==> src/sesr_pkg.sv <==
// Package with constants and types for the status event and service request block
package sesr_pkg;

  // Standard event bit positions
  localparam int unsigned SE_PON_BIT = 7;
  localparam int unsigned SE_CME_BIT = 5;
  localparam int unsigned SE_EXE_BIT = 4;
  localparam int unsigned SE_QYE_BIT = 2;
  localparam int unsigned SE_OPC_BIT = 0;

  // Status byte bit positions
  localparam int unsigned SB_OSB_BIT = 7;
  localparam int unsigned SB_RQS_BIT = 6;
  localparam int unsigned SB_ESB_BIT = 5;
  localparam int unsigned SB_MAV_BIT = 4;

  // Reset values of the event latches and mask registers
  localparam logic [7:0] SESR_LATCH_RESET = 8'h00;
  localparam logic [7:0] SESR_MASK_RESET  = 8'h00;

  // Register query and write commands
  typedef enum logic [2:0] {
    SESR_CMD_NONE      = 3'h0,
    SESR_CMD_STD_MASK  = 3'h1,
    SESR_CMD_STD_LATCH = 3'h2,
    SESR_CMD_OP_MASK   = 3'h3,
    SESR_CMD_OP_LATCH  = 3'h4,
    SESR_CMD_OP_COND   = 3'h5,
    SESR_CMD_SUMMARY   = 3'h6,
    SESR_CMD_SRV_MASK  = 3'h7
  } sesr_cmd_t;

  // One command from the parser
  typedef struct packed {
    logic      valid;
    logic      write;
    sesr_cmd_t reg_sel;
    logic [7:0] wdata;
  } sesr_req_t;

  // Operation event sources, one-cycle pulses
  typedef struct packed {
    logic comm_lost;
    logic cal_bad;
    logic fresh_sample_flag;
    logic loop1_slope_finished;
    logic loop2_slope_finished;
    logic input_a_overrange;
    logic input_b_overrange;
  } sesr_op_src_t;

  // Standard event sources, one-cycle pulses
  typedef struct packed {
    logic cmd_error;
    logic exec_error;
    logic query_error;
    logic opc_cmd;
    logic ops_done;
  } sesr_std_src_t;

  // Request state: idle, raised until serial poll, or polled
  typedef enum logic [1:0] {
    SESR_REQ_IDLE   = 2'b00,
    SESR_REQ_RAISED = 2'b01,
    SESR_REQ_POLLED = 2'b11
  } sesr_req_state_t;

endpackage

==> src/sesr_status.sv <==
// Status event registers, status byte and service request logic
`timescale 1ns/1ps
module sesr_status
  import sesr_pkg::*;
(
  input  wire logic          clk_i,
  input  wire logic          reset_i,
  input  wire sesr_req_t     req_i,
  output logic [7:0]         rdata_o,
  output logic               rvalid_o,
  input  wire sesr_std_src_t std_src_i,
  input  wire sesr_op_src_t  op_src_i,
  input  wire logic [7:0]    op_condition_i,
  input  wire logic          msg_avail_i,
  input  wire logic          clear_status_i,
  input  wire logic          serial_poll_i,
  output logic [7:0]         poll_byte_o,
  output logic               srq_o
);

  ////////////////////////////////////////////////////////////////////////
  // Registers
  logic [7:0]      std_event_latch;
  logic [7:0]      std_event_mask;
  logic [7:0]      op_event_latch;
  logic [7:0]      op_event_mask;
  logic [7:0]      service_req_mask;
  logic            opc_armed;
  logic            power_seen;
  logic            mss_q;
  sesr_req_state_t req_state;

  ////////////////////////////////////////////////////////////////////////
  // Command decode
  wire rd_std    = req_i.valid & ~req_i.write & (req_i.reg_sel == SESR_CMD_STD_LATCH);
  wire rd_op     = req_i.valid & ~req_i.write & (req_i.reg_sel == SESR_CMD_OP_LATCH);
  wire wr_std_m  = req_i.valid & req_i.write & (req_i.reg_sel == SESR_CMD_STD_MASK);
  wire wr_op_m   = req_i.valid & req_i.write & (req_i.reg_sel == SESR_CMD_OP_MASK);
  wire wr_srv_m  = req_i.valid & req_i.write & (req_i.reg_sel == SESR_CMD_SRV_MASK);
  wire clr_std   = rd_std | clear_status_i;
  wire clr_op    = rd_op | clear_status_i;

  ////////////////////////////////////////////////////////////////////////
  // Event pulses mapped to bit positions
  logic [7:0] std_set;
  logic [7:0] op_set;
  always_comb begin
    std_set = 8'h00;
    std_set[SE_PON_BIT] = ~power_seen;
    std_set[SE_CME_BIT] = std_src_i.cmd_error;
    std_set[SE_EXE_BIT] = std_src_i.exec_error;
    std_set[SE_QYE_BIT] = std_src_i.query_error;
    std_set[SE_OPC_BIT] = opc_armed & std_src_i.ops_done;
    op_set = {op_src_i.comm_lost, op_src_i.cal_bad, 1'b0,
              op_src_i.fresh_sample_flag,
              op_src_i.loop1_slope_finished,
              op_src_i.loop2_slope_finished,
              op_src_i.input_a_overrange,
              op_src_i.input_b_overrange};
  end

  // Set wins over clear so a coinciding event is kept
  wire [7:0] next_std_latch = (std_event_latch & {8{~clr_std}}) | std_set;
  wire [7:0] next_op_latch  = (op_event_latch & {8{~clr_op}}) | op_set;

  ////////////////////////////////////////////////////////////////////////
  // Event latches; power-on flag set once after reset
  always_ff @(posedge clk_i) begin
    if (reset_i) begin
      std_event_latch <= SESR_LATCH_RESET;
      op_event_latch  <= SESR_LATCH_RESET;
      power_seen      <= 1'b0;
    end else begin
      std_event_latch <= next_std_latch;
      op_event_latch  <= next_op_latch;
      power_seen      <= 1'b1;
    end
  end

  // Operation complete armed by command, disarmed when done
  always_ff @(posedge clk_i) begin
    if (reset_i) begin
      opc_armed <= 1'b0;
    end else if (std_src_i.opc_cmd) begin
      opc_armed <= 1'b1;
    end else if (std_src_i.ops_done) begin
      opc_armed <= 1'b0;
    end
  end

  ////////////////////////////////////////////////////////////////////////
  // Mask registers, written whole; writing zero clears
  always_ff @(posedge clk_i) begin
    if (reset_i) begin
      std_event_mask   <= SESR_MASK_RESET;
      op_event_mask    <= SESR_MASK_RESET;
      service_req_mask <= SESR_MASK_RESET;
    end else begin
      if (wr_std_m) std_event_mask <= req_i.wdata;
      if (wr_op_m)  op_event_mask <= req_i.wdata;
      if (wr_srv_m) service_req_mask <= req_i.wdata;
    end
  end

  ////////////////////////////////////////////////////////////////////////
  // Summary bits are pure logic, never latched
  wire std_summary = |(std_event_latch & std_event_mask);
  wire op_summary_flag = |(op_event_latch & op_event_mask);
  logic [7:0] sum_bits;
  always_comb begin
    sum_bits = 8'h00;
    sum_bits[SB_OSB_BIT] = op_summary_flag;
    sum_bits[SB_ESB_BIT] = std_summary;
    sum_bits[SB_MAV_BIT] = msg_avail_i;
  end
  // Bit 6 of the mask is ignored; bit 6 is never its own source
  wire mss = |(sum_bits & service_req_mask);
  wire [7:0] summary_byte = sum_bits | ({7'h00, mss} << SB_RQS_BIT);

  ////////////////////////////////////////////////////////////////////////
  // Request on rising master summary; poll clears the request only
  wire mss_rise = mss & ~mss_q;
  always_ff @(posedge clk_i) begin
    if (reset_i) begin
      mss_q     <= 1'b0;
      req_state <= SESR_REQ_IDLE;
    end else begin
      mss_q <= mss;
      case (req_state)
        SESR_REQ_IDLE:   if (mss_rise) req_state <= SESR_REQ_RAISED;
        SESR_REQ_RAISED: if (serial_poll_i) req_state <= SESR_REQ_POLLED;
        SESR_REQ_POLLED: if (mss_rise) req_state <= SESR_REQ_RAISED;
                         else if (!mss) req_state <= SESR_REQ_IDLE;
        default:         req_state <= SESR_REQ_IDLE;
      endcase
    end
  end
  // Request stays off after a poll until master summary falls and rises again
  assign srq_o = (req_state == SESR_REQ_RAISED);

  ////////////////////////////////////////////////////////////////////////
  // Poll byte shows request view of bit 6
  logic [7:0] poll_byte;
  always_comb begin
    poll_byte = sum_bits;
    poll_byte[SB_RQS_BIT] = srq_o;
  end

  ////////////////////////////////////////////////////////////////////////
  // Query read mux; value is the plain binary-weighted byte
  logic [7:0] rd_mux;
  always_comb begin
    case (req_i.reg_sel)
      SESR_CMD_STD_MASK:  rd_mux = std_event_mask;
      SESR_CMD_STD_LATCH: rd_mux = std_event_latch;
      SESR_CMD_OP_MASK:   rd_mux = op_event_mask;
      SESR_CMD_OP_LATCH:  rd_mux = op_event_latch;
      SESR_CMD_OP_COND:   rd_mux = op_condition_i;
      SESR_CMD_SUMMARY:   rd_mux = summary_byte;
      SESR_CMD_SRV_MASK:  rd_mux = service_req_mask;
      default:            rd_mux = 8'h00;
    endcase
  end

  // Read data registered one cycle after the query
  always_ff @(posedge clk_i) begin
    if (reset_i) begin
      rdata_o     <= 8'h00;
      rvalid_o    <= 1'b0;
      poll_byte_o <= 8'h00;
    end else begin
      rvalid_o <= req_i.valid & ~req_i.write;
      if (req_i.valid & ~req_i.write) rdata_o <= rd_mux;
      if (serial_poll_i) poll_byte_o <= poll_byte;
    end
  end

  ////////////////////////////////////////////////////////////////////////
  // Assertions
  std_clear_a: assert property (@(posedge clk_i) disable iff (reset_i)
    rd_std && !(|std_set) |=> std_event_latch == 8'h00)
    else $error("standard latch not cleared by query");
  op_set_a: assert property (@(posedge clk_i) disable iff (reset_i)
    op_src_i.fresh_sample_flag |=> op_event_latch[4])
    else $error("fresh sample event lost");
  set_wins_a: assert property (@(posedge clk_i) disable iff (reset_i)
    clear_status_i && std_src_i.cmd_error |=> std_event_latch[SE_CME_BIT])
    else $error("event lost on coincident clear");
  cls_clear_a: assert property (@(posedge clk_i) disable iff (reset_i)
    clear_status_i && !(|op_set) |=> op_event_latch == 8'h00)
    else $error("clear status left op events");
  srq_rise_a: assert property (@(posedge clk_i) disable iff (reset_i)
    mss && !$past(mss) && req_state != SESR_REQ_RAISED |=> srq_o)
    else $error("no request on rising summary");
  poll_clear_a: assert property (@(posedge clk_i) disable iff (reset_i)
    srq_o && serial_poll_i && mss |=> !srq_o && summary_byte[SB_RQS_BIT])
    else $error("poll did not clear request only");
  no_rerequest_a: assert property (@(posedge clk_i) disable iff (reset_i)
    !srq_o && mss && $past(mss) |=> !srq_o)
    else $error("request raised without new rise");
  mss_track_a: assert property (@(posedge clk_i) disable iff (reset_i)
    summary_byte[SB_RQS_BIT] == |(sum_bits & service_req_mask))
    else $error("master summary mismatch");
  srv_mask_a: assert property (@(posedge clk_i) disable iff (reset_i)
    wr_srv_m |=> service_req_mask == $past(req_i.wdata))
    else $error("service mask write lost");
  opc_a: assert property (@(posedge clk_i) disable iff (reset_i)
    opc_armed && std_src_i.ops_done |=> std_event_latch[SE_OPC_BIT])
    else $error("operation complete not set");

  cov_srq_c:  cover property (@(posedge clk_i) disable iff (reset_i) mss_rise ##1 srq_o);
  cov_poll_c: cover property (@(posedge clk_i) disable iff (reset_i) srq_o && serial_poll_i);
  cov_clr_c:  cover property (@(posedge clk_i) disable iff (reset_i) clr_std && |std_set);
  cov_rearm_c: cover property (@(posedge clk_i) disable iff (reset_i)
    req_state == SESR_REQ_POLLED ##1 req_state == SESR_REQ_IDLE);

endmodule // sesr_status

==> config.mk <==
export PLATFORM = sky130hd
export DESIGN_NAME = sesr_status
export DESIGN_NICKNAME = d
export VERILOG_FILES = /design/src/sesr_pkg.sv /design/src/sesr_status.sv
export SDC_FILE = /design/constraint.sdc
export NUM_CORES = 1
export LEC_CHECK = 0
export ABC_AREA = 1
export BUFFER_PORTS_ARGS = -buffer_cell sky130_fd_sc_hd__buf_4
export CORE_MARGIN = 3
export CORE_UTILIZATION = 57
export CTS_BUF_LIST = sky130_fd_sc_hd__clkbuf_16
export DETAILED_ROUTE_END_ITERATION = 7
export HOLD_SLACK_MARGIN = 0.05
export PLACE_DENSITY_LB_ADDON = 0.2
export SLEW_MARGIN = 0
export SYNTH_ARGS = -nofsm -noshare
export SYNTH_HDL_FRONTEND = slang
export SYNTH_SLANG_ARGS = --single-unit
==> constraint.sdc <==
create_clock -name clk_i -period 1.8 [get_ports clk_i]
set_input_delay 0.18 -clock clk_i [delete_from_list [all_inputs] [get_ports clk_i]]
set_output_delay 0.18 -clock clk_i [all_outputs]
set_load 0.05 [all_outputs]
==> results.tsv, run 1 <==
metric	value	unit
n_antenna_cell	0	
min_path_type	input pin to flip-flop	
synthSimpleGateAreaFrac	24.8	%
worstReg2RegStart	op_event_mask[6]	
antenna_found_initial	0	
ys_warn_count	0	
reg2reg_depth	10	
switchingPower	0.844	mW
required	2.00	ns
placed_cell_area	2940	um2
synth_cell_types	25	
yosysMostFrequentCell	nand2_1	
vias_per_cell	5.52	
multi_input_area	1110	um2
core-area	4120	um2
setup_viol_count_final	0	
endpoint_kind	flip-flop	
first_iter_violations	283	
dp_cells	462	
grtUsageTotal	29.6	%
period_needed	1.54	ns
drt-wirelength-per-cell	15.5	um
intPower	2.80	mW
setup_tns	0	ns
slew_headroom	48.7	%
status	finished clean	
cts_made_buffers	9	
synth-edff-count	0	
crit_type	flip-flop to flip-flop	
boundaryPins	56	
n_fill_cell	303	
htreeDepth	3	
maxCapViolations	0	
place_ws	0.240	ns
synth_flop_cell	dfxtp_1	
synth_cells	367	
drc	0	
yosysTopAreaCellShare	46.1	%
synth_seq_cells	58	
grt_pass1_vias	2616	
synth_compound_area_share	18.7	%
swShare	23.2	%
pwr_density_cell	1110	nW/um2
arrival	1.74	ns
fin_nets	461	
dieArea	5250	um2
final_cell_area	3270	um2
dpl.hpwl	5.35	mm
cts_max_path_buffers	2	
worst_clock_skew	0.00478	ns
tightest_slew	0.768	ns
p_leak	1.53	nW
worstSetupStartpointType	flip-flop	
yosys.area_share.xor_xnor	0	%
synth_top_area_cell	dfxtp_1	
synthMuxAreaShare	0	%
synth_top_family_by_area	simple AND/OR/NAND/NOR gates	
vias	2639	
gp_congestion	0.938	
seq_area	1160	um2
ys_seq_area_share	46.1	%
final-hold-violation-count	0	
cts_setup_buffers	0	
drive_gt1_share	16.6	%
slowest_delay	0.35	ns
clock_latency	0.33	ns
sequentialPowerShare	37.6	%
cp-startpoint	op_event_mask[6]	
comb_power_share	9.7	%
power.total	3.64	mW
timing.final.max_slew_violations	0	
cts_tree	yes	
layout_setup_ws	0.264	ns
hold_start	op_src_i[6]	
syn_area	2520	um2
area_delta_synth_final	30.0	%
clock_power_share	52.6	%
cts.clk_slew.worst_paths	0.05	ns
clock-sinks	58	
holdWs	0.0625	ns
path_cells	nand2_1, nand2_1, nor2_1, nand2_1, nand2_1, nand3_1, nand3_1, nand4_1, nand2_1, a21oi_1	
overflow	0	
syn_area_per_cell	6.86	um2
initial_utilization	61.1	%
synth.area.top_cells	dfxtp_1, nand2_1, a21oi_1	
cp_max_fo	4	
postRouteAntennaNets	0	
wirelength	7.40	mm
synthTopCellsByCount	nand2_1, dfxtp_1, inv_1	
grt_max_degree	31	
grt_pass1_wl	11.8	mm
critPathMostFrequentCell	nand2_1	
cts_hold_buf	0	
layout.cells.non_filler	478	
final_util	79.5	%
cts.repair.resized	0	
ys_async_sr_fraction	0	%
portBuffers	51	
die_width	72.4	um
critPathSlowestCell	dfxtp_1	
die_h	72.4	um
fmax	0.651	GHz
hold_depth	2	
vdd_ir_drop_max	630	uV
rows	23	
cts-root-buf	clkbuf_16	
drt_pass1_iterations	5	
rsz0062_at_grt	false	
final.period_utilization	85.3	%
synthAdderAreaFrac	0	%
## final cells by class
type | count | area share [%]
sequential | 58 | 35.5
multi-input combinational | 248 | 33.9
inverter | 51 | 5.85
clock buffer | 9 | 6.89
clock inverter | 7 | 3.33
tap | 50 | 1.91
timing repair buffer | 55 | 12.6
## routing by layer
layer	vias to the layer above	track usage, %	routed length, um
met5	-	0	0
met4	0	16.0	277
met1	1196	35.3	3010
li1	1278	-	-
met2	129	48.5	3550
met3	36	7.76	558
## sequential cells by signal, indices dropped and copies added (netlist names), 2 cells and up
register / count
op_event_mask: 8
service_req_mask: 8
op_event_latch: 8
req_state: 2
poll_byte_o: 4
rdata_o: 8
std_event_latch: 8
std_event_mask: 8
## power by group through the flow
| stage | Sequential (mW) | Clock [mW] | Combinational, mW |
|---|---|---|---|
| 2_1_floorplan | 1.42 | 0 | 0.177 |
| 3_3_place_gp | 1.39 | 0 | 0.338 |
| 3_5_place_dp | 1.39 | 0 | 0.349 |
| 4_1_cts | 1.37 | 1.91 | 0.352 |
| 5_1_grt | 1.37 | 1.98 | 0.385 |
| 6_report | 1.37 | 1.92 | 0.354 |
## cell families after synthesis
group | count (synthesis)
other | 1
AND/OR/NAND/NOR | 157
flip-flops | 58
buffers and inverters | 64
AO/OA/AOI/OAI | 87
## worst paths after layout
path,end,slack (ns)
setup / recovery,req_state[0],0.26
hold / removal,op_event_latch[7],0.06
hold reg to reg,std_event_latch[7],0.40
setup reg to reg,req_state[0],0.26
## worst max-delay path, delay by kind of cell, from the launching register on
family	cells	cell delay (ns)
AO/OA/AOI/OAI	1	0.05
flip-flops	1	0.35
AND/OR/NAND/NOR	9	1.02
## layout by cell type (no fill, tap or decap)
master / count
nand2_1: 94
dfxtp_1: 58
buf_4: 55
inv_1: 50
nor2_1: 43
a21oi_1: 40
o21ai_0: 34
nand3_1: 13
clkbuf_16: 9
conb_1: 4
nand4_1: 3
nor3_1: 3
clkinv_1: 3
o22ai_1: 3
bufinv_16: 3
o21a_1: 2
o2111ai_1: 2
inv_2: 1
a21oi_2: 1
nor3_2: 1
a211oi_1: 1
a221oi_1: 1
a22oi_1: 1
o221ai_1: 1
o211ai_1: 1
clkinvlp_4: 1
Power figures use the tool's default switching activity.
==> run 2, diff against run 1 <==
--- a/config.mk
+++ b/config.mk
@@ -8,7 +8,7 @@
 export ABC_AREA = 1
 export BUFFER_PORTS_ARGS = -buffer_cell sky130_fd_sc_hd__buf_4
 export CORE_MARGIN = 3
-export CORE_UTILIZATION = 57
+export CORE_UTILIZATION = 44
 export CTS_BUF_LIST = sky130_fd_sc_hd__clkbuf_16
 export DETAILED_ROUTE_END_ITERATION = 7
 export HOLD_SLACK_MARGIN = 0.05
==> constraint.sdc (replaced) <==
create_clock -name clk_i -period 1.36 [get_ports clk_i]
set_input_delay 0.136 -clock clk_i [delete_from_list [all_inputs] [get_ports clk_i]]
set_output_delay 0.136 -clock clk_i [all_outputs]
set_load 0.05 [all_outputs]
==> run 2 against run 1 <==
Register-to-register slack worse by 0.20 ns. Clock skew is 0.0010 ns higher. Cell area is 8.9% higher. Via count is 0.15% higher. Total power is 24% higher. Global-route usage is 4.2 points lower. Core utilization is 12 points lower. Clock power is 13% higher. Final cell count is 11% higher. Critical path type unchanged. Highest routed layer unchanged.
==> results.tsv, run 2 (synthesis results as in run 1) <==
metric	value	unit	change
cts_max_path_buffers	2		unchanged
drc	0		unchanged
overflow	0		unchanged
final.period_utilization	95.1	%	+9.8 points
mostFrequentLayoutCells	nand2_1, buf_4, dfxtp_1		
grt_pass1_vias	2621		+0.19%
arrival	1.50	ns	-0.24 ns
drive_gt1_share	24.0	%	+7.4 points
portBuffers	51		unchanged
gp_congestion	0.978		+4.4%
maxCapViolations	0		unchanged
dpl.hpwl	5.80	mm	+8.3%
vias	2643		+0.15%
status	finished clean		
endpoint_kind	flip-flop		
pwr_density_cell	1270	nW/um2	+14%
initial_utilization	47.5	%	-14 points
cts_made_buffers	9		unchanged
cts-root-buf	clkbuf_16		
required	1.56	ns	-0.44 ns
clock-sinks	58		unchanged
wirelength	7.73	mm	+4.6%
grtUsageTotal	25.4	%	-4.2 points
p_leak	1.69	nW	+11%
cts_tree	yes		
dieArea	6660	um2	+27%
final_common_cell	nand2_1		
worst_clock_skew	0.00579	ns	+0.00101 ns
timing.final.max_slew_violations	0		unchanged
die_h	81.6	um	+13%
cp_max_fo	4		unchanged
fmax	0.773	GHz	+19%
drt-wirelength-per-cell	14.5	um	-6.1%
postRouteAntennaNets	0		unchanged
min_path_type	input pin to flip-flop		
rows	26		+13%
cts.clk_slew.worst_paths	0.05	ns	about the same
dp_cells	513		+11%
crit_type	flip-flop to flip-flop		
die_width	81.6	um	+13%
fin_nets	495		+7.4%
grt_max_degree	29		-6.5%
worstSetupStartpointType	flip-flop		
antenna_found_initial	0		unchanged
core-area	5300	um2	+29%
vias_per_cell	4.97		-10%
htreeDepth	3		unchanged
first_iter_violations	163		-42%
grt_pass1_wl	12.4	mm	+4.8%
final-hold-violation-count	0		unchanged
layout.cells.non_filler	532		+11%
final_util	67.2	%	-12 points
vdd_ir_drop_max	663	uV	+5.2%
clock_latency	0.33	ns	about the same
area_delta_synth_final	41.6	%	
rsz0062_at_grt	true		
drt_pass1_iterations	4		-1
setup_tns	0	ns	unchanged
setup_viol_count_final	0		unchanged
n_antenna_cell	0		unchanged
period_needed	1.29	ns	-0.242 ns
boundaryPins	56		unchanged
run 2: changes by cell type in the layout (fill, tap and decap cells not counted), sizes merged:
cell,before,now
buf,55,86
dlygate4sd3,0,3
bufinv,3,1
clkinv,3,4
clkinvlp,1,2
run 2: where the power goes:
| part | switching, mW | internal (mW) | total (mW) |
|---|---|---|---|
| Sequential | 0.0360 | 1.77 | 1.80 |
| Clock | 0.776 | 1.39 | 2.17 |
| Combinational | 0.323 | 0.225 | 0.548 |
| Total | 1.13 | 3.38 | 4.52 |
run 2: worst max-delay path: stages, from the launching register on:
cell and delay [ns]:
dfxtp_1 0.34, nand2_1 0.07, nand2_1 0.05, nor2_1 0.13
nand2_2 0.08, nand2_2 0.09, nand3_4 0.10, nand3_2 0.11
nand4_1 0.08, nand2_1 0.07, a21oi_1 0.06
run 2: final timing paths:
check	startpoint	endpoint	slack [ns]	cells after the start
setup reg to reg	op_event_mask[1]	req_state[0]	0.07	10
hold reg to reg	power_seen	std_event_latch[7]	0.41	1
hold / removal	req_i[2]	service_req_mask[2]	0.05	3
setup / recovery	op_event_mask[1]	req_state[0]	0.07	10
run 2: area by class of cell:
cell class	instances	area [um2]
well taps	70	87.6
fillers	494	1740
multi-input cells	248	1150
repair buffers	89	688
flip-flops and latches	58	1160
inverters	51	191
clock inverters	7	61.3
clock buffers	9	225
run 2: metrics by stage:
stage	power, mW	area (um2)	hold WS [ns]	worst slack [ns]
2_1_floorplan	2.11	2530	0.253	0.0500
3_3_place_gp	2.36	3210	0.342	-0.265
3_5_place_dp	2.37	3210	0.352	-0.236
4_1_cts	4.51	3530	0.0523	0.00244
5_1_grt	4.65	3560	0.0609	-0.0665
6_report	4.52	3560	0.0498	0.0661
run 2: per-layer routing:
metal / track usage, % / up-vias / part of all wire, %
met3: 6.25 / 22 / 7.2
li1: - / 1351 / -
met4: 11.8 / 0 / 3.1
met5: 0 / - / 0
met2: 40.2 / 100 / 45
met1: 32.6 / 1170 / 45
run 2: timing repair:
item | 4_1_cts | 5_1_grt
setup endpoints to repair | 0 | 4
setup buffers | 0 | 0
hold endpoints to repair | 3 | 0
hold buffers | 3 | 0
gates resized for setup | 0 | 9
